`src/rtl/flash_fe_cfg.svh`:
```
`ifndef FLASH_FE_CFG_SVH
`define FLASH_FE_CFG_SVH
`define OPC_RD 8'h03
`define OPC_FRD 8'h0b
`define OPC_DRD 8'h3b
`define OPC_DIORD 8'hbb
`define OPC_QRD 8'h6b
`define OPC_QIORD 8'heb
`define OPC_WQIORD 8'he7
`define OPC_PP 8'h02
`define OPC_QPP 8'h32
`define OPC_BE4 8'h20
`define OPC_BE32 8'h52
`define OPC_BE64 8'hd8
`define OPC_SUS 8'h75
`define OPC_RES 8'h7a
`define OPC_RSR1 8'h05
`define OPC_RSR2 8'h35
`define OPC_RSR3 8'h15
`define OPC_WSR1 8'h01
`define OPC_WSR2 8'h31
`define OPC_WSR3 8'h11
`define OPC_ID1 8'h90
`define OPC_ID2 8'h92
`define OPC_ID4 8'h94
`define OPC_JID 8'h9f
`define OPC_PARAM 8'h5a
`define OPC_SECE 8'h44
`define OPC_SECP 8'h42
`define OPC_SECR 8'h48
`define OPC_UID 8'h4b
`define OPC_SYS_LIST 8'h66, 8'h99, 8'hb9, 8'hab, 8'h06, 8'h50, 8'h04, 8'hc7, 8'h60
`define W0 3'h0
`define W1 3'h1
`define W2 3'h2
`define W4 3'h4
`define OPC_CLK 6'h08
`define ADDR_CLK_1L 6'h18
`define ADDR_CLK_2L 6'h0c
`define ADDR_CLK_4L 6'h06
`define NO_MODE 3'h0
`define MODE_CLK_2L 3'h4
`define MODE_CLK_4L 3'h2
`define NO_DUMMY 6'h00
`define DUMMY_2 6'h02
`define DUMMY_4 6'h04
`define DUMMY_8 6'h08
`define DUMMY_32 6'h20
`define BYTE_BITS 4'h8
`define NO_BITS 4'h0
`define PHASE_LAST 6'h01
`define MAX_UNL 2'h0
`define MAX_1 2'h1
`define MAX_2 2'h2
`define MAX_3 2'h3
`define OE_1L 4'h2
`define OE_2L 4'h3
`define OE_4L 4'hf
`define ADDR_TOP 22'h3fffff
`define SYNC_INIT 6'h01
`endif

```
`src/rtl/flash_fe_pkg.sv`:
```
package flash_fe_pkg;
  typedef enum logic [2:0] {
    ST_IDLE = 3'b000,
    ST_OPC = 3'b001,
    ST_ADDR = 3'b010,
    ST_MODE = 3'b011,
    ST_DUMMY = 3'b100,
    ST_DIN = 3'b101,
    ST_DOUT = 3'b110,
    ST_IGNORE = 3'b111
  } fe_state_t;
  typedef struct packed {
    logic known;
    logic [2:0] adW;
    logic [2:0] modeClk;
    logic [5:0] dummyClk;
    logic [2:0] daW;
    logic dirOut;
    logic [1:0] maxBytes;
  } cmd_desc_t;
  typedef struct packed {
    fe_state_t st;
    logic [5:0] cnt;
  } phase_step_t;
  typedef struct packed {
    logic [7:0] opcode;
    logic [21:0] addr;
  } cmd_t;
  typedef struct packed {
    logic [3:0] dat;
    logic [3:0] oe;
  } lane_drive_t;
endpackage

```
`src/rtl/sync_2ff.sv`:
```
`timescale 1ns/1ps
module sync_2ff #(
  parameter int W = 1,
  parameter logic [W-1:0] INIT = '0
) (
  // Clock and reset
  input wire logic clk,
  input wire logic rst_n,
  input wire logic en,
  // Level in and out
  input wire logic [W-1:0] d,
  output logic [W-1:0] q
);
  logic [W-1:0] meta_r;
  always_ff @(posedge clk or negedge rst_n) begin
    if (!rst_n) begin
      meta_r <= INIT;
      q <= INIT;
    end else if (en) begin
      meta_r <= d;
      q <= meta_r;
    end
  end
endmodule

```
`src/rtl/edge_finder.sv`:
```
`timescale 1ns/1ps
module edge_finder #(
  parameter logic INIT = 1'b0
) (
  // Clock and reset
  input wire logic clk,
  input wire logic rst_n,
  input wire logic en,
  // Synchronised level and its edges
  input wire logic lvl,
  output logic rise,
  output logic fall
);
  logic prev_r;
  always_ff @(posedge clk or negedge rst_n) begin
    if (!rst_n) begin
      prev_r <= INIT;
    end else if (en) begin
      prev_r <= lvl;
    end
  end
  assign rise = lvl & ~prev_r;
  assign fall = ~lvl & prev_r;
endmodule

```
`src/rtl/serial_flash_front_end.sv`:
```
`timescale 1ns/1ps
`include "flash_fe_cfg.svh"
module serial_flash_front_end (
  // Clock, reset and enable
  input wire logic ref_clk,
  input wire logic reset_n,
  input wire logic clkEn,
  // Serial link pins
  input wire logic csN,
  input wire logic sck,
  input wire logic [3:0] ioIn,
  output logic [3:0] ioOut,
  output logic [3:0] ioOe,
  // Array and information read side
  output logic [21:0] rdAddr,
  output logic [7:0] rdSrc,
  input wire logic [7:0] rdByte,
  // Decoded commands and write data
  output logic cmdValid,
  output flash_fe_pkg::cmd_t cmd,
  output logic wrValid,
  output logic [7:0] wrByte
);

  // ==========================================================
  // Command table
  // ==========================================================
  function automatic flash_fe_pkg::cmd_desc_t mk(
    input logic [2:0] adW,
    input logic [2:0] modeClk,
    input logic [5:0] dummyClk,
    input logic [2:0] daW,
    input logic dirOut,
    input logic [1:0] maxBytes
  );
    flash_fe_pkg::cmd_desc_t d;
    d.known = 1'b1;
    d.adW = adW;
    d.modeClk = modeClk;
    d.dummyClk = dummyClk;
    d.daW = daW;
    d.dirOut = dirOut;
    d.maxBytes = maxBytes;
    return d;
  endfunction

  // Each entry is the address and data widths and direction plus mode, dummy and byte limit.
  function automatic flash_fe_pkg::cmd_desc_t decode(input logic [7:0] op);
    flash_fe_pkg::cmd_desc_t d;
    d = '0;
    case (op)
      `OPC_SYS_LIST, `OPC_SUS, `OPC_RES: begin
        d = mk(`W0, `NO_MODE, `NO_DUMMY, `W0, 1'b0, `MAX_UNL);
      end
      `OPC_RD: begin
        d = mk(`W1, `NO_MODE, `NO_DUMMY, `W1, 1'b1, `MAX_UNL);
      end
      `OPC_FRD: begin
        d = mk(`W1, `NO_MODE, `DUMMY_8, `W1, 1'b1, `MAX_UNL);
      end
      `OPC_DRD: begin
        d = mk(`W1, `NO_MODE, `DUMMY_8, `W2, 1'b1, `MAX_UNL);
      end
      `OPC_DIORD: begin
        d = mk(`W2, `MODE_CLK_2L, `NO_DUMMY, `W2, 1'b1, `MAX_UNL);
      end
      `OPC_QRD: begin
        d = mk(`W1, `NO_MODE, `DUMMY_8, `W4, 1'b1, `MAX_UNL);
      end
      `OPC_QIORD: begin
        d = mk(`W4, `MODE_CLK_4L, `DUMMY_4, `W4, 1'b1, `MAX_UNL);
      end
      `OPC_WQIORD: begin
        d = mk(`W4, `MODE_CLK_4L, `DUMMY_2, `W4, 1'b1, `MAX_UNL);
      end
      `OPC_PP, `OPC_SECP: begin
        d = mk(`W1, `NO_MODE, `NO_DUMMY, `W1, 1'b0, `MAX_UNL);
      end
      `OPC_QPP: begin
        d = mk(`W1, `NO_MODE, `NO_DUMMY, `W4, 1'b0, `MAX_UNL);
      end
      `OPC_BE4, `OPC_BE32, `OPC_BE64, `OPC_SECE: begin
        d = mk(`W1, `NO_MODE, `NO_DUMMY, `W0, 1'b0, `MAX_UNL);
      end
      `OPC_RSR1, `OPC_RSR2, `OPC_RSR3: begin
        d = mk(`W0, `NO_MODE, `NO_DUMMY, `W1, 1'b1, `MAX_1);
      end
      `OPC_WSR1, `OPC_WSR2, `OPC_WSR3: begin
        d = mk(`W0, `NO_MODE, `NO_DUMMY, `W1, 1'b0, `MAX_1);
      end
      `OPC_ID1: begin
        d = mk(`W1, `NO_MODE, `NO_DUMMY, `W1, 1'b1, `MAX_2);
      end
      `OPC_ID2: begin
        d = mk(`W2, `NO_MODE, `DUMMY_4, `W2, 1'b1, `MAX_2);
      end
      `OPC_ID4: begin
        d = mk(`W4, `NO_MODE, `DUMMY_4, `W4, 1'b1, `MAX_2);
      end
      `OPC_JID: begin
        d = mk(`W0, `NO_MODE, `NO_DUMMY, `W1, 1'b1, `MAX_3);
      end
      `OPC_PARAM, `OPC_SECR: begin
        d = mk(`W1, `NO_MODE, `DUMMY_8, `W1, 1'b1, `MAX_UNL);
      end
      `OPC_UID: begin
        d = mk(`W0, `NO_MODE, `DUMMY_32, `W1, 1'b1, `MAX_UNL);
      end
      default: begin
        d.known = 1'b0;
      end
    endcase
    return d;
  endfunction

  // Phases run address, mode, dummy, data; absent ones are skipped.
  function automatic flash_fe_pkg::phase_step_t nextPhase(
    input flash_fe_pkg::fe_state_t cur,
    input flash_fe_pkg::cmd_desc_t d
  );
    flash_fe_pkg::phase_step_t s;
    s.st = flash_fe_pkg::ST_IGNORE;
    s.cnt = '0;
    if (cur == flash_fe_pkg::ST_OPC && d.adW != `W0) begin
      s.st = flash_fe_pkg::ST_ADDR;
      case (d.adW)
        `W2: s.cnt = `ADDR_CLK_2L;
        `W4: s.cnt = `ADDR_CLK_4L;
        default: s.cnt = `ADDR_CLK_1L;
      endcase
    end else if (cur != flash_fe_pkg::ST_MODE && cur != flash_fe_pkg::ST_DUMMY
                 && d.modeClk != `NO_MODE) begin
      s.st = flash_fe_pkg::ST_MODE;
      s.cnt = 6'(d.modeClk);
    end else if (cur != flash_fe_pkg::ST_DUMMY && d.dummyClk != `NO_DUMMY) begin
      s.st = flash_fe_pkg::ST_DUMMY;
      s.cnt = d.dummyClk;
    end else if (d.daW != `W0) begin
      s.st = d.dirOut ? flash_fe_pkg::ST_DOUT : flash_fe_pkg::ST_DIN;
    end
    return s;
  endfunction

  // Input lanes: one line uses the first pin, wider groups put the MSB highest.
  function automatic logic [23:0] shiftIn(
    input logic [23:0] sh,
    input logic [3:0] io,
    input logic [2:0] w
  );
    case (w)
      `W2: return {sh[21:0], io[1:0]};
      `W4: return {sh[19:0], io[3:0]};
      default: return {sh[22:0], io[0]};
    endcase
  endfunction

  function automatic flash_fe_pkg::lane_drive_t lanes(
    input logic [7:0] b,
    input logic [2:0] w
  );
    flash_fe_pkg::lane_drive_t r;
    case (w)
      `W2: begin
        r.dat = {2'h0, b[7:6]};
        r.oe = `OE_2L;
      end
      `W4: begin
        r.dat = b[7:4];
        r.oe = `OE_4L;
      end
      default: begin
        r.dat = {2'h0, b[7], 1'h0};
        r.oe = `OE_1L;
      end
    endcase
    return r;
  endfunction

  // ==========================================================
  // Pin synchronisers and edge detection
  // ==========================================================
  logic [5:0] syncQ;
  logic csS;
  logic sckS;
  logic [3:0] ioS;
  logic csRise;
  logic csFall;
  logic sckRise;
  logic sckFall;

  // The host clock is slow against ref_clk, so it is sampled like any pin.
  sync_2ff #(.W(6), .INIT(`SYNC_INIT)) u_sync (
    .clk(ref_clk),
    .rst_n(reset_n),
    .en(clkEn),
    .d({ioIn, sck, csN}),
    .q(syncQ)
  );
  assign csS = syncQ[0];
  assign sckS = syncQ[1];
  assign ioS = syncQ[5:2];

  edge_finder #(.INIT(1'b1)) u_cs_edge (
    .clk(ref_clk),
    .rst_n(reset_n),
    .en(clkEn),
    .lvl(csS),
    .rise(csRise),
    .fall(csFall)
  );
  edge_finder #(.INIT(1'b0)) u_sck_edge (
    .clk(ref_clk),
    .rst_n(reset_n),
    .en(clkEn),
    .lvl(sckS),
    .rise(sckRise),
    .fall(sckFall)
  );

  // ==========================================================
  // Shared decode
  // ==========================================================
  flash_fe_pkg::fe_state_t st_r;
  flash_fe_pkg::cmd_desc_t desc_r;
  flash_fe_pkg::cmd_desc_t opcDesc;
  flash_fe_pkg::cmd_desc_t curDesc;
  flash_fe_pkg::phase_step_t step;
  flash_fe_pkg::lane_drive_t drv;
  flash_fe_pkg::cmd_t cmd_r;
  logic [5:0] phCnt_r;
  logic [7:0] opc_r;
  logic [7:0] opcNext;
  logic [23:0] shIn_r;
  logic [23:0] shNext;
  logic [3:0] bitCnt_r;
  logic [1:0] byteCnt_r;
  logic [21:0] rdAddr_r;
  logic hdrDone_r;
  logic [7:0] outSh_r;
  logic [7:0] srcByte;
  logic [3:0] outLeft_r;
  logic [3:0] ioOut_r;
  logic [3:0] ioOe_r;
  logic cmdValid_r;
  logic wrValid_r;
  logic [7:0] wrByte_r;
  logic hdrPhase;
  logic phaseEnd;
  logic byteInDone;
  logic limitHit;
  logic loadNow;

  assign opcNext = {opc_r[6:0], ioS[0]};
  assign opcDesc = decode(opcNext);
  assign curDesc = (st_r == flash_fe_pkg::ST_OPC) ? opcDesc : desc_r;
  assign step = nextPhase(st_r, curDesc);
  assign hdrPhase = st_r inside {flash_fe_pkg::ST_OPC, flash_fe_pkg::ST_ADDR,
                                 flash_fe_pkg::ST_MODE, flash_fe_pkg::ST_DUMMY};
  assign phaseEnd = sckRise && phCnt_r == `PHASE_LAST;
  assign shNext = shiftIn(shIn_r, ioS,
                          (st_r == flash_fe_pkg::ST_DIN) ? desc_r.daW : desc_r.adW);
  assign byteInDone = sckRise && st_r == flash_fe_pkg::ST_DIN
                      && (bitCnt_r + {1'b0, desc_r.daW}) == `BYTE_BITS;
  assign limitHit = desc_r.maxBytes != `MAX_UNL && byteCnt_r == desc_r.maxBytes;
  assign loadNow = sckFall && st_r == flash_fe_pkg::ST_DOUT
                   && outLeft_r == `NO_BITS && !limitHit;
  assign srcByte = loadNow ? rdByte : outSh_r;
  assign drv = lanes(srcByte, desc_r.daW);

  // ==========================================================
  // Phase sequencer
  // ==========================================================
  always_ff @(posedge ref_clk or negedge reset_n) begin
    if (!reset_n) begin
      st_r <= flash_fe_pkg::ST_IDLE;
      phCnt_r <= '0;
      desc_r <= '0;
    end else if (clkEn) begin
      if (csS) begin
        st_r <= flash_fe_pkg::ST_IDLE;
      end else if (csFall) begin
        st_r <= flash_fe_pkg::ST_OPC;
        phCnt_r <= `OPC_CLK;
      end else if (phaseEnd && hdrPhase) begin
        if (st_r == flash_fe_pkg::ST_OPC) begin
          desc_r <= opcDesc;
        end
        if (st_r == flash_fe_pkg::ST_OPC && !opcDesc.known) begin
          st_r <= flash_fe_pkg::ST_IGNORE;
        end else begin
          st_r <= step.st;
          phCnt_r <= step.cnt;
        end
      end else if (sckRise && hdrPhase) begin
        phCnt_r <= phCnt_r - 6'h1;
      end else if (byteInDone && desc_r.maxBytes != `MAX_UNL
                   && byteCnt_r + 2'h1 == desc_r.maxBytes) begin
        st_r <= flash_fe_pkg::ST_IGNORE;
      end else if (sckFall && st_r == flash_fe_pkg::ST_DOUT
                   && outLeft_r == `NO_BITS && limitHit) begin
        st_r <= flash_fe_pkg::ST_IGNORE;
      end
    end
  end

  // ==========================================================
  // Opcode, address and write data capture
  // ==========================================================
  always_ff @(posedge ref_clk or negedge reset_n) begin
    if (!reset_n) begin
      opc_r <= '0;
      shIn_r <= '0;
      bitCnt_r <= '0;
      byteCnt_r <= '0;
      rdAddr_r <= '0;
      hdrDone_r <= 1'b0;
    end else if (clkEn) begin
      if (csFall) begin
        opc_r <= '0;
        bitCnt_r <= '0;
        byteCnt_r <= '0;
        rdAddr_r <= '0;
        hdrDone_r <= 1'b0;
      end else if (sckRise) begin
        case (st_r)
          flash_fe_pkg::ST_OPC: begin
            opc_r <= opcNext;
            if (phaseEnd && opcDesc.known && opcDesc.adW == `W0) begin
              hdrDone_r <= 1'b1;
            end
          end
          flash_fe_pkg::ST_ADDR: begin
            shIn_r <= shNext;
            if (phaseEnd) begin
              rdAddr_r <= shNext[21:0];
              hdrDone_r <= 1'b1;
            end
          end
          flash_fe_pkg::ST_DIN: begin
            shIn_r <= shNext;
            if (byteInDone) begin
              bitCnt_r <= '0;
              byteCnt_r <= byteCnt_r + 2'h1;
              rdAddr_r <= rdAddr_r + 22'h1;
            end else begin
              bitCnt_r <= bitCnt_r + {1'b0, desc_r.daW};
            end
          end
          default: begin
          end
        endcase
      end else if (loadNow) begin
        // A 22-bit counter wraps from the top location to zero in one step.
        rdAddr_r <= rdAddr_r + 22'h1;
        byteCnt_r <= byteCnt_r + 2'h1;
      end
    end
  end

  // ==========================================================
  // Output lanes
  // ==========================================================
  // Bits change on the falling edge so the host samples them on the next rise.
  always_ff @(posedge ref_clk or negedge reset_n) begin
    if (!reset_n) begin
      ioOut_r <= '0;
      ioOe_r <= '0;
      outSh_r <= '0;
      outLeft_r <= '0;
    end else if (clkEn) begin
      if (csS) begin
        ioOe_r <= '0;
        outLeft_r <= `NO_BITS;
      end else if (sckFall && st_r == flash_fe_pkg::ST_DOUT) begin
        if (outLeft_r == `NO_BITS && limitHit) begin
          ioOe_r <= '0;
        end else begin
          ioOut_r <= drv.dat;
          ioOe_r <= drv.oe;
          outSh_r <= srcByte << desc_r.daW;
          outLeft_r <= (loadNow ? `BYTE_BITS : outLeft_r) - {1'b0, desc_r.daW};
        end
      end
    end
  end

  // ==========================================================
  // Command and write strobes
  // ==========================================================
  always_ff @(posedge ref_clk or negedge reset_n) begin
    if (!reset_n) begin
      cmdValid_r <= 1'b0;
      cmd_r <= '0;
      wrValid_r <= 1'b0;
      wrByte_r <= '0;
    end else if (clkEn) begin
      // Erase and suspend act only once select closes a complete header.
      cmdValid_r <= csRise && hdrDone_r;
      if (phaseEnd && st_r == flash_fe_pkg::ST_OPC) begin
        cmd_r.opcode <= opcNext;
        cmd_r.addr <= '0;
      end else if (phaseEnd && st_r == flash_fe_pkg::ST_ADDR) begin
        cmd_r.addr <= shNext[21:0];
      end
      wrValid_r <= byteInDone;
      if (byteInDone) begin
        wrByte_r <= shNext[7:0];
      end
    end
  end

  assign ioOut = ioOut_r;
  assign ioOe = ioOe_r;
  assign rdAddr = rdAddr_r;
  assign rdSrc = opc_r;
  assign cmdValid = cmdValid_r;
  assign cmd = cmd_r;
  assign wrValid = wrValid_r;
  assign wrByte = wrByte_r;

  // ==========================================================
  // Assertions
  // ==========================================================
  property p_unknown_ignored;
    @(posedge ref_clk) disable iff (!reset_n || !clkEn)
    (phaseEnd && st_r == flash_fe_pkg::ST_OPC && !opcDesc.known && !csS && !csFall)
      |=> st_r == flash_fe_pkg::ST_IGNORE;
  endproperty
  a_unknown_ignored: assert property (p_unknown_ignored) else $error("bad opcode not ignored");

  property p_ignore_quiet;
    @(posedge ref_clk) disable iff (!reset_n || !clkEn)
    st_r == flash_fe_pkg::ST_IGNORE |-> ioOe_r == 4'h0;
  endproperty
  a_ignore_quiet: assert property (p_ignore_quiet) else $error("driving while ignoring");

  property p_release_hiz;
    @(posedge ref_clk) disable iff (!reset_n || !clkEn)
    csRise |=> ioOe_r == 4'h0 && st_r == flash_fe_pkg::ST_IDLE;
  endproperty
  a_release_hiz: assert property (p_release_hiz) else $error("pins not released");

  property p_wrap;
    @(posedge ref_clk) disable iff (!reset_n || !clkEn)
    (loadNow && rdAddr_r == `ADDR_TOP && !csFall) |=> rdAddr_r == 22'h0;
  endproperty
  a_wrap: assert property (p_wrap) else $error("address did not wrap");

  property p_uid_dummy;
    @(posedge ref_clk) disable iff (!reset_n || !clkEn)
    (phaseEnd && st_r == flash_fe_pkg::ST_OPC && opcNext == `OPC_UID && !csS && !csFall)
      |=> st_r == flash_fe_pkg::ST_DUMMY && phCnt_r == `DUMMY_32;
  endproperty
  a_uid_dummy: assert property (p_uid_dummy) else $error("unique id dummy wrong");

  property p_param_dummy;
    @(posedge ref_clk) disable iff (!reset_n || !clkEn)
    (phaseEnd && st_r == flash_fe_pkg::ST_ADDR && opc_r inside {`OPC_PARAM, `OPC_SECR}
     && !csS && !csFall) |=> st_r == flash_fe_pkg::ST_DUMMY && phCnt_r == `DUMMY_8;
  endproperty
  a_param_dummy: assert property (p_param_dummy) else $error("dummy count wrong");

  property p_id_dual;
    @(posedge ref_clk) disable iff (!reset_n || !clkEn)
    (phaseEnd && st_r == flash_fe_pkg::ST_ADDR && opc_r inside {`OPC_ID2, `OPC_ID4}
     && !csS && !csFall) |=> st_r == flash_fe_pkg::ST_DUMMY && phCnt_r == `DUMMY_4;
  endproperty
  a_id_dual: assert property (p_id_dual) else $error("id dummy wrong");

  property p_erase_nodata;
    @(posedge ref_clk) disable iff (!reset_n || !clkEn)
    (phaseEnd && st_r == flash_fe_pkg::ST_ADDR && !csS && !csFall
     && opc_r inside {`OPC_BE4, `OPC_BE32, `OPC_BE64, `OPC_SECE})
      |=> st_r == flash_fe_pkg::ST_IGNORE;
  endproperty
  a_erase_nodata: assert property (p_erase_nodata) else $error("erase took data");

  property p_status_one;
    @(posedge ref_clk) disable iff (!reset_n || !clkEn)
    (sckFall && st_r == flash_fe_pkg::ST_DOUT && byteCnt_r == `MAX_1 && !csS && !csFall
     && outLeft_r == `NO_BITS && opc_r inside {`OPC_RSR1, `OPC_RSR2, `OPC_RSR3})
      |=> st_r == flash_fe_pkg::ST_IGNORE ##1 ioOe_r == 4'h0;
  endproperty
  a_status_one: assert property (p_status_one) else $error("status sent extra byte");

  property p_fall_only;
    @(posedge ref_clk) disable iff (!reset_n || !clkEn)
    $changed(ioOut_r) |-> $past(sckFall);
  endproperty
  a_fall_only: assert property (p_fall_only) else $error("data changed off fall");

  property p_dual_mode;
    @(posedge ref_clk) disable iff (!reset_n || !clkEn)
    (phaseEnd && st_r == flash_fe_pkg::ST_ADDR && opc_r == `OPC_DIORD && !csS && !csFall)
      |=> st_r == flash_fe_pkg::ST_MODE && phCnt_r == 6'(`MODE_CLK_2L);
  endproperty
  a_dual_mode: assert property (p_dual_mode) else $error("dual mode clocks wrong");

  c_read_data: cover property (@(posedge ref_clk) loadNow && opc_r == `OPC_RD);
  c_wrap: cover property (@(posedge ref_clk) loadNow && rdAddr_r == `ADDR_TOP);
  c_write_byte: cover property (@(posedge ref_clk) wrValid_r);
  c_ignore: cover property (@(posedge ref_clk) st_r == flash_fe_pkg::ST_IGNORE);
endmodule

```
`config.mk`:
```
export PLATFORM = sky130hd
export DESIGN_NAME = serial_flash_front_end
export DESIGN_NICKNAME = d
export VERILOG_FILES = /design/src/rtl/flash_fe_pkg.sv /design/src/rtl/sync_2ff.sv /design/src/rtl/edge_finder.sv /design/src/rtl/serial_flash_front_end.sv
export VERILOG_INCLUDE_DIRS = /design/src /design/src/rtl
export SDC_FILE = /design/constraint.sdc
export NUM_CORES = 1
export LEC_CHECK = 0
export BUFFER_PORTS_ARGS = -buffer_cell sky130_fd_sc_hd__buf_2
export CAP_MARGIN = 40
export CORE_AREA = 2 2 248 128
export CTS_CLUSTER_DIAMETER = 40
export DETAILED_ROUTE_END_ITERATION = 10
export DIE_AREA = 0 0 250 130
export MAX_ROUTING_LAYER = met4
export PLACE_DENSITY = 0.43
export SETUP_SLACK_MARGIN = 0.5
export SYNTH_ARGS = -nofsm -noshare
export SYNTH_HDL_FRONTEND = slang
export SYNTH_HIERARCHICAL = 1
export SYNTH_SLANG_ARGS = --single-unit
```
`constraint.sdc`:
```
create_clock -name ref_clk -period 2.62 [get_ports ref_clk]
set_input_delay 0.524 -clock ref_clk [delete_from_list [all_inputs] [get_ports ref_clk]]
set_output_delay 0.524 -clock ref_clk [all_outputs]
set_load 0.02 [all_outputs]
```
Word-level counts from Yosys, hierarchy flattened
Index checks and enable logic that the tools add are counted.
{"block": "word_totals", "ff_bits": 159, "out_inout_bits": 78, "wordCells": 231}
{"block": "op_classes", "eq_ne": 66, "n_bitwise": 10, "shifts": 1, "mux": 57, "add_sub_neg": 5, "n_reduce_logical": 65}
{"operator": "18-bit one-hot mux with 17 select lines", "n": 1}
{"operator": "22-bit 2-to-1 mux", "n": 7}
{"operator": "8-bit by 7-bit == test with 1-bit output, second input constant", "n": 12}
{"operator": "8-bit == test, second input constant", "n": 12}
{"operator": "22-bit one-hot mux with 2 select lines", "n": 2}
{"operator": "4-bit 2-to-1 mux", "n": 11}
{"operator": "8-bit by 6-bit == test with 1-bit output, second input constant", "n": 5}
{"operator": "38-bit OR reduction", "n": 1}
{"operator": "8-bit 2-to-1 mux", "n": 4}
{"operator": "6-bit 2-to-1 mux", "n": 5}
{"operator": "8-bit by 3-bit == test with 1-bit output, second input constant", "n": 3}
{"operator": "3-bit 2-to-1 mux", "n": 8}
{"operator": "1-bit logical AND", "n": 23}
{"operator": "22-bit by 1-bit adder with 22-bit output, second input constant", "n": 1}
{"operator": "4-bit AND reduction", "n": 5}
{"operator": "3-bit == test, second input constant", "n": 6}
{"operator": "18-bit 2-to-1 mux", "n": 1}
{"operator": "9-bit 2-to-1 mux", "n": 2}
{"operator": "3-bit nonzero test", "n": 6}
{"operator": "8-bit by 2-bit == test with 1-bit output, second input constant", "n": 2}
{"operator": "8-bit by 5-bit == test with 1-bit output, second input constant", "n": 2}
{"operator": "2-bit 2-to-1 mux", "n": 8}
{"operator": "8-bit one-hot mux with 2 select lines", "n": 1}
{"operator": "3-bit by 2-bit == test with 1-bit output, second input constant", "n": 5}
{"operator": "35 further kinds", "n": 71}

Longest topological paths before layout
{"block": "logic_depth", "ltp_word": 13, "ltp_mapped": 11, "ltp_nobuf": 10}

By module
Netlist, hierarchy kept.
{"mod": "serial_flash_front_end", "n_inst": 1, "cells_per_inst": 954, "area_each_um2": 8339.2, "seq_area_each_um2": 3603.5}
{"mod": "sync_2ff", "n_inst": 1, "cells_per_inst": 25, "area_each_um2": 486.7, "seq_area_each_um2": 302.8}
{"mod": "edge_finder (u_cs_edge)", "n_inst": 1, "cells_per_inst": 4, "area_each_um2": 53.8, "seq_area_each_um2": 26.3}
{"mod": "edge_finder (u_sck_edge)", "n_inst": 1, "cells_per_inst": 4, "area_each_um2": 52.6, "seq_area_each_um2": 25.0}

Least setup slack after synthesis
OpenSTA, ideal clock, no wires.
{"block": "synth_path", "path_kind": "reg2reg", "from": "register desc_r[3] (netlist name)", "to": "register rdAddr_r[11], in the netlist rdAddr[11]", "stages_incl_launch_ff": 11, "arrival_ps": 2461, "slack_ps": 26, "synth_period_minus_slack_ps": 2594, "cell_sequence": "dfrtp_1 -> ha_1 -> fa_1 -> xor2_1 -> or3_1 -> nor2_1 -> and2_1 -> o41ai_2 -> or2_2 -> clkbuf_1 -> o21ai_0"}
{"block": "synth_via", "elab_chain_cells": 7, "elab_cells_between_ends": 13, "cone_classes": "add/sub (1); eq/ne (4); mux (6); reduce/logical (2)"}
{"element": "start: declaration", "line_no": "serial_flash_front_end.sv:224", "rtl": "flash_fe_pkg::cmd_desc_t desc_r;"}
{"element": "start signal: assignment", "line_no": "serial_flash_front_end.sv:286", "rtl": "desc_r <= opcDesc;"}
{"element": "parallel branches: the longest is 7 deep, another holds 4-bit by 3-bit adder with 4-bit output"}
{"element": "end signal: assignment", "line_no": "serial_flash_front_end.sv:335", "rtl": "rdAddr_r <= shNext[21:0];"}
{"element": "end signal: assignment", "line_no": "serial_flash_front_end.sv:344", "rtl": "rdAddr_r <= rdAddr_r + 22'h1;"}
{"element": "end signal: assignment", "line_no": "serial_flash_front_end.sv:354", "rtl": "rdAddr_r <= rdAddr_r + 22'h1;"}
{"element": "end: declaration", "line_no": "serial_flash_front_end.sv:237", "rtl": "logic [21:0] rdAddr_r;"}
Parallel ways; which one is timed is not known. The select of a mux whose other input is x is not followed.
A chain may end at the register's enable or synchronous reset.

Final worst setup path
{"block": "layout_path", "from": "register bitCnt_r[0]", "to": "register rdAddr_r[2], in the netlist rdAddr[2]"}
{"block": "layout_via", "elab_chain_cells": 5}
{"element": "start: declaration", "line_no": "serial_flash_front_end.sv:235", "rtl": "logic [3:0] bitCnt_r;"}
{"element": "start signal: assignment", "line_no": "serial_flash_front_end.sv:346", "rtl": "bitCnt_r <= bitCnt_r + {1'b0, desc_r.daW};"}
{"element": "4-bit by 3-bit adder with 4-bit output", "line_no": "serial_flash_front_end.sv:263", "rtl": "&& (bitCnt_r + {1'b0, desc_r.daW}) == `BYTE_BITS;"}
{"element": "4-bit == test (no line)"}
{"element": "1-bit logical AND (no line)"}
{"element": "4-bit != test (no line)"}
{"element": "5-bit AND reduction (no line)"}
No other way between the ends.

==> metrics <==
status finished clean; Inserted Clock Buffers 17; synth top area cells dfrtp_1 (43%), o21ai_0 (6.1%), nand2_1 (5.3%); Starting Density 0.2906; post-route clock period utilization 0.9887; leakage power 5.718 nW; Vias/cell 5.325; Period minus WS final 2.590 ns; PortBufs 94; Worst setup EP type flip-flop; #FFs+latches synth 158; core area 0.03073 mm2; clk root buf clkbuf_16; gpl congestion 0.8908; Sink Count 158; min-delay worst type primary input to asynchronous set/reset pin; Hold Vio Cnt, Final 0; Worst Skew 0.01372 ns; Overflow after GRT 0; gr usage total 0.2083; Max transition margin 0.4513; Seq/Total Area, Yosys 0.4431; # fillers 3058; syn_area_per_cell 9.050 um2; # diodes 0; die extent in y 130 um; Syn Inst Count 987; wire per inst 20.42 um; non-filler cells, final 1629; warnings from Yosys 6; I/O pin total 95; first-pass iteration count of the detailed router 5; Iteration-0 DRC Markers 884; Via Count 8674; fin util 0.4146; critical path class flip-flop to flip-flop; DRC viols 0; pin count of the biggest net entering global routing 52; power per standard cell area 560.2 mW/mm2; worst slack, placed -0.04330 ns; syn_nets 1015; fmax 0.3861 GHz; startpoint types flip-flop; Die Width 250 um; CTS max path bufs 2; CP required 2.95 ns; HPWL Detailed 23190 um; max incr delay on CP 0.39 ns; worst-skew pair later-pin latency 0.45 ns; RSZ-0062 raised after global routing yes; worst vdd ir 0.0004601 V; Max FO, Critical Path 5; initial antenna violation count 0; final worst slack 0.02966 ns; Crit-path slowest cell dfrtp_1; clock transition at the registers of the reported paths 0.07 ns; Power, Total 7.137 mW; antenna viol nets, final 0; EDFF count, synth 0; post-synth top area share 0.4342; Worst path most repeated cell o21ai_2; layout cells sized above 1 0.3980; Synth Flop Type dfrtp_1; Final setup viols 0; fin nets 1237; row count 46; worst slew pin tran 0.8144 ns; Yosys cell types 84; dominant cell type by area after synthesis dfrtp_1; final wirelength 33270 um; Post-synth ARST share 1.000; vias in the first global route 7770; Final Max Slew Viols 0; CP bufs+invs 2; H-tree depth 4; Max-cap violations 0; die area 0.03250 mm2; Syn-to-layout area delta 42.64%; CP arrival 2.92 ns; cell area after synthesis 0.008932 mm2; cell breakdown of the critical path ha_2 -> fa_2 -> xor2_2 -> or3_4 -> nor2_4 -> and2_4 -> o41ai_4 -> buf_4 -> clkbuf_16 -> o21ai_2 -> o21ai_2; first-pass GRT wire length 49340 um; CP top delay family simple AND/OR/NAND/NOR gates; CTS tree yes; placed cell count 1535
[cells in the mapped netlist, drive strengths merged, types with 4 or more instances]
master and instances:
o211ai 4, or3 5, nor2b 15, o2bb2ai 8, clkbuf 43, nand2b 9, and2 12, a22o 26
o31ai 7, ha 9, o21ai 112, a31oi 20, or2 5, dfrtp 155, xnor2 4, a21oi 58
mux2 25, nand3b 4, xor2 5, nand3 19, nor3b 6, a21o 8, and3 20, buf 28
o22ai 6, mux2i 18, nor3 19, nor4b 4, o22a 4, nor2 86, a22oi 20, inv 19
nand2 127, nand4 5, o32ai 4, a21boi 6, a32o 4
[timing repair]
action                     CTS  global route
hold buffers                 0             0
setup buffers               32            18
cloned                       6             7
setup endpoints to repair   77           101
pin swaps                   39            40
gates resized for setup    121            98
[layer usage]
metal / up-vias / wire length [um] / global-route usage
met5: - / 0 / -
met4: 0 / 269 / 0.04403
met3: 21 / 2440 / 0.04708
met2: 308 / 11770 / 0.2363
met1: 4304 / 18780 / 0.3461
li1: 4041 / - / -
[path summary, 6_finish.rpt]
check / to / startpoint / cells after the start / slack, ns
worst max-delay path: rdAddr[2] / bitCnt_r[0] / 11 / 0.03
worst min-delay path: outSh_r[1] / reset_n / 1 / 0.03
worst max register to register: rdAddr[2] / bitCnt_r[0] / 11 / 0.03
worst min register to register: cmd[23] / cmd[23] / 2 / 0.47
max in group asynchronous: u_sync/q[0] / reset_n / 2 / 1.72
min in group ref_clk: u_sync/meta_r[3] / ioIn[1] / 2 / 0.31
[registers in the layout, indices dropped and copies added, names as in the netlist, 6 cells and up]
signal         flops
cmd               30
rdAddr            22
shIn_r            21
desc_r            18
outSh_r            8
rdSrc              8
wrByte             8
phCnt_r            6
u_sync/meta_r      6
u_sync/q           6
[placed cells by master, fill, tap and decap left out, drive strengths merged, types with 5 or more instances in the layout]
cell type  Yosys  routed
a21boi         6       6
a21o           8       8
a21oi         58      58
a22o          26      26
a22oi         20      20
a31oi         20      20
and2          12      12
and3          20      20
buf           28     266
clkbuf        43      23
clkinv         1       5
dfrtp        155     155
ha             9       9
inv           19      22
mux2          25      25
mux2i         18      18
nand2        127     127
nand2b         9       9
nand3         19      19
nand4          5       5
nor2          86      86
nor2b         15      15
nor3          19      19
nor3b          6       6
o21ai        112     112
o22ai          6       6
o2bb2ai        8       8
o31ai          7       7
or2            5       8
or3            5       5
xor2           5       5
[layout make-up]
class                   count  area [um2]  area share
flip-flops and latches    158        3971      0.3117
clock inverters            13       162.7     0.01277
repair buffers            271        2143      0.1682
inverters                  20       75.07    0.005892
well taps                 408       510.5     0.04007
multi-input cells         741        5439      0.4269
clock buffers              18       439.2     0.03447
[metrics by stage]
| step | hold WS, ns | TNS, ns | instance area, um2 |
|---|---|---|---|
| after detailed placement | 0.4642 | -0.5775 | 10670 |
| after floorplan | 0.2284 | 0 | 9082 |
| after global routing | 0.07371 | -0.4591 | 12740 |
| final | 0.03382 | 0 | 12740 |
| after CTS | 0.04869 | 0 | 12080 |
| after global placement | 0.4571 | 0 | 10660 |
[report_power, final]
| part | switching, mW | leakage, nW | total (mW) | internal, mW |
|---|---|---|---|---|
| clock network | 1.12 | 0.289 | 2.65 | 1.52 |
| logic | 0.975 | 3.30 | 1.72 | 0.743 |
| registers | 0.191 | 2.12 | 2.77 | 2.58 |
[cell families after synthesis]
kind of cell / count (synthesis) / share of synthesized area
simple gates: 359 / 0.1971
mux: 44 / 0.05925
xor+xnor: 9 / 0.008824
fa+ha+maj: 11 / 0.01709
buf+inv: 91 / 0.04636
compound gates: 315 / 0.2283
flops: 158 / 0.4431
(Power assumes the default switching activity.)
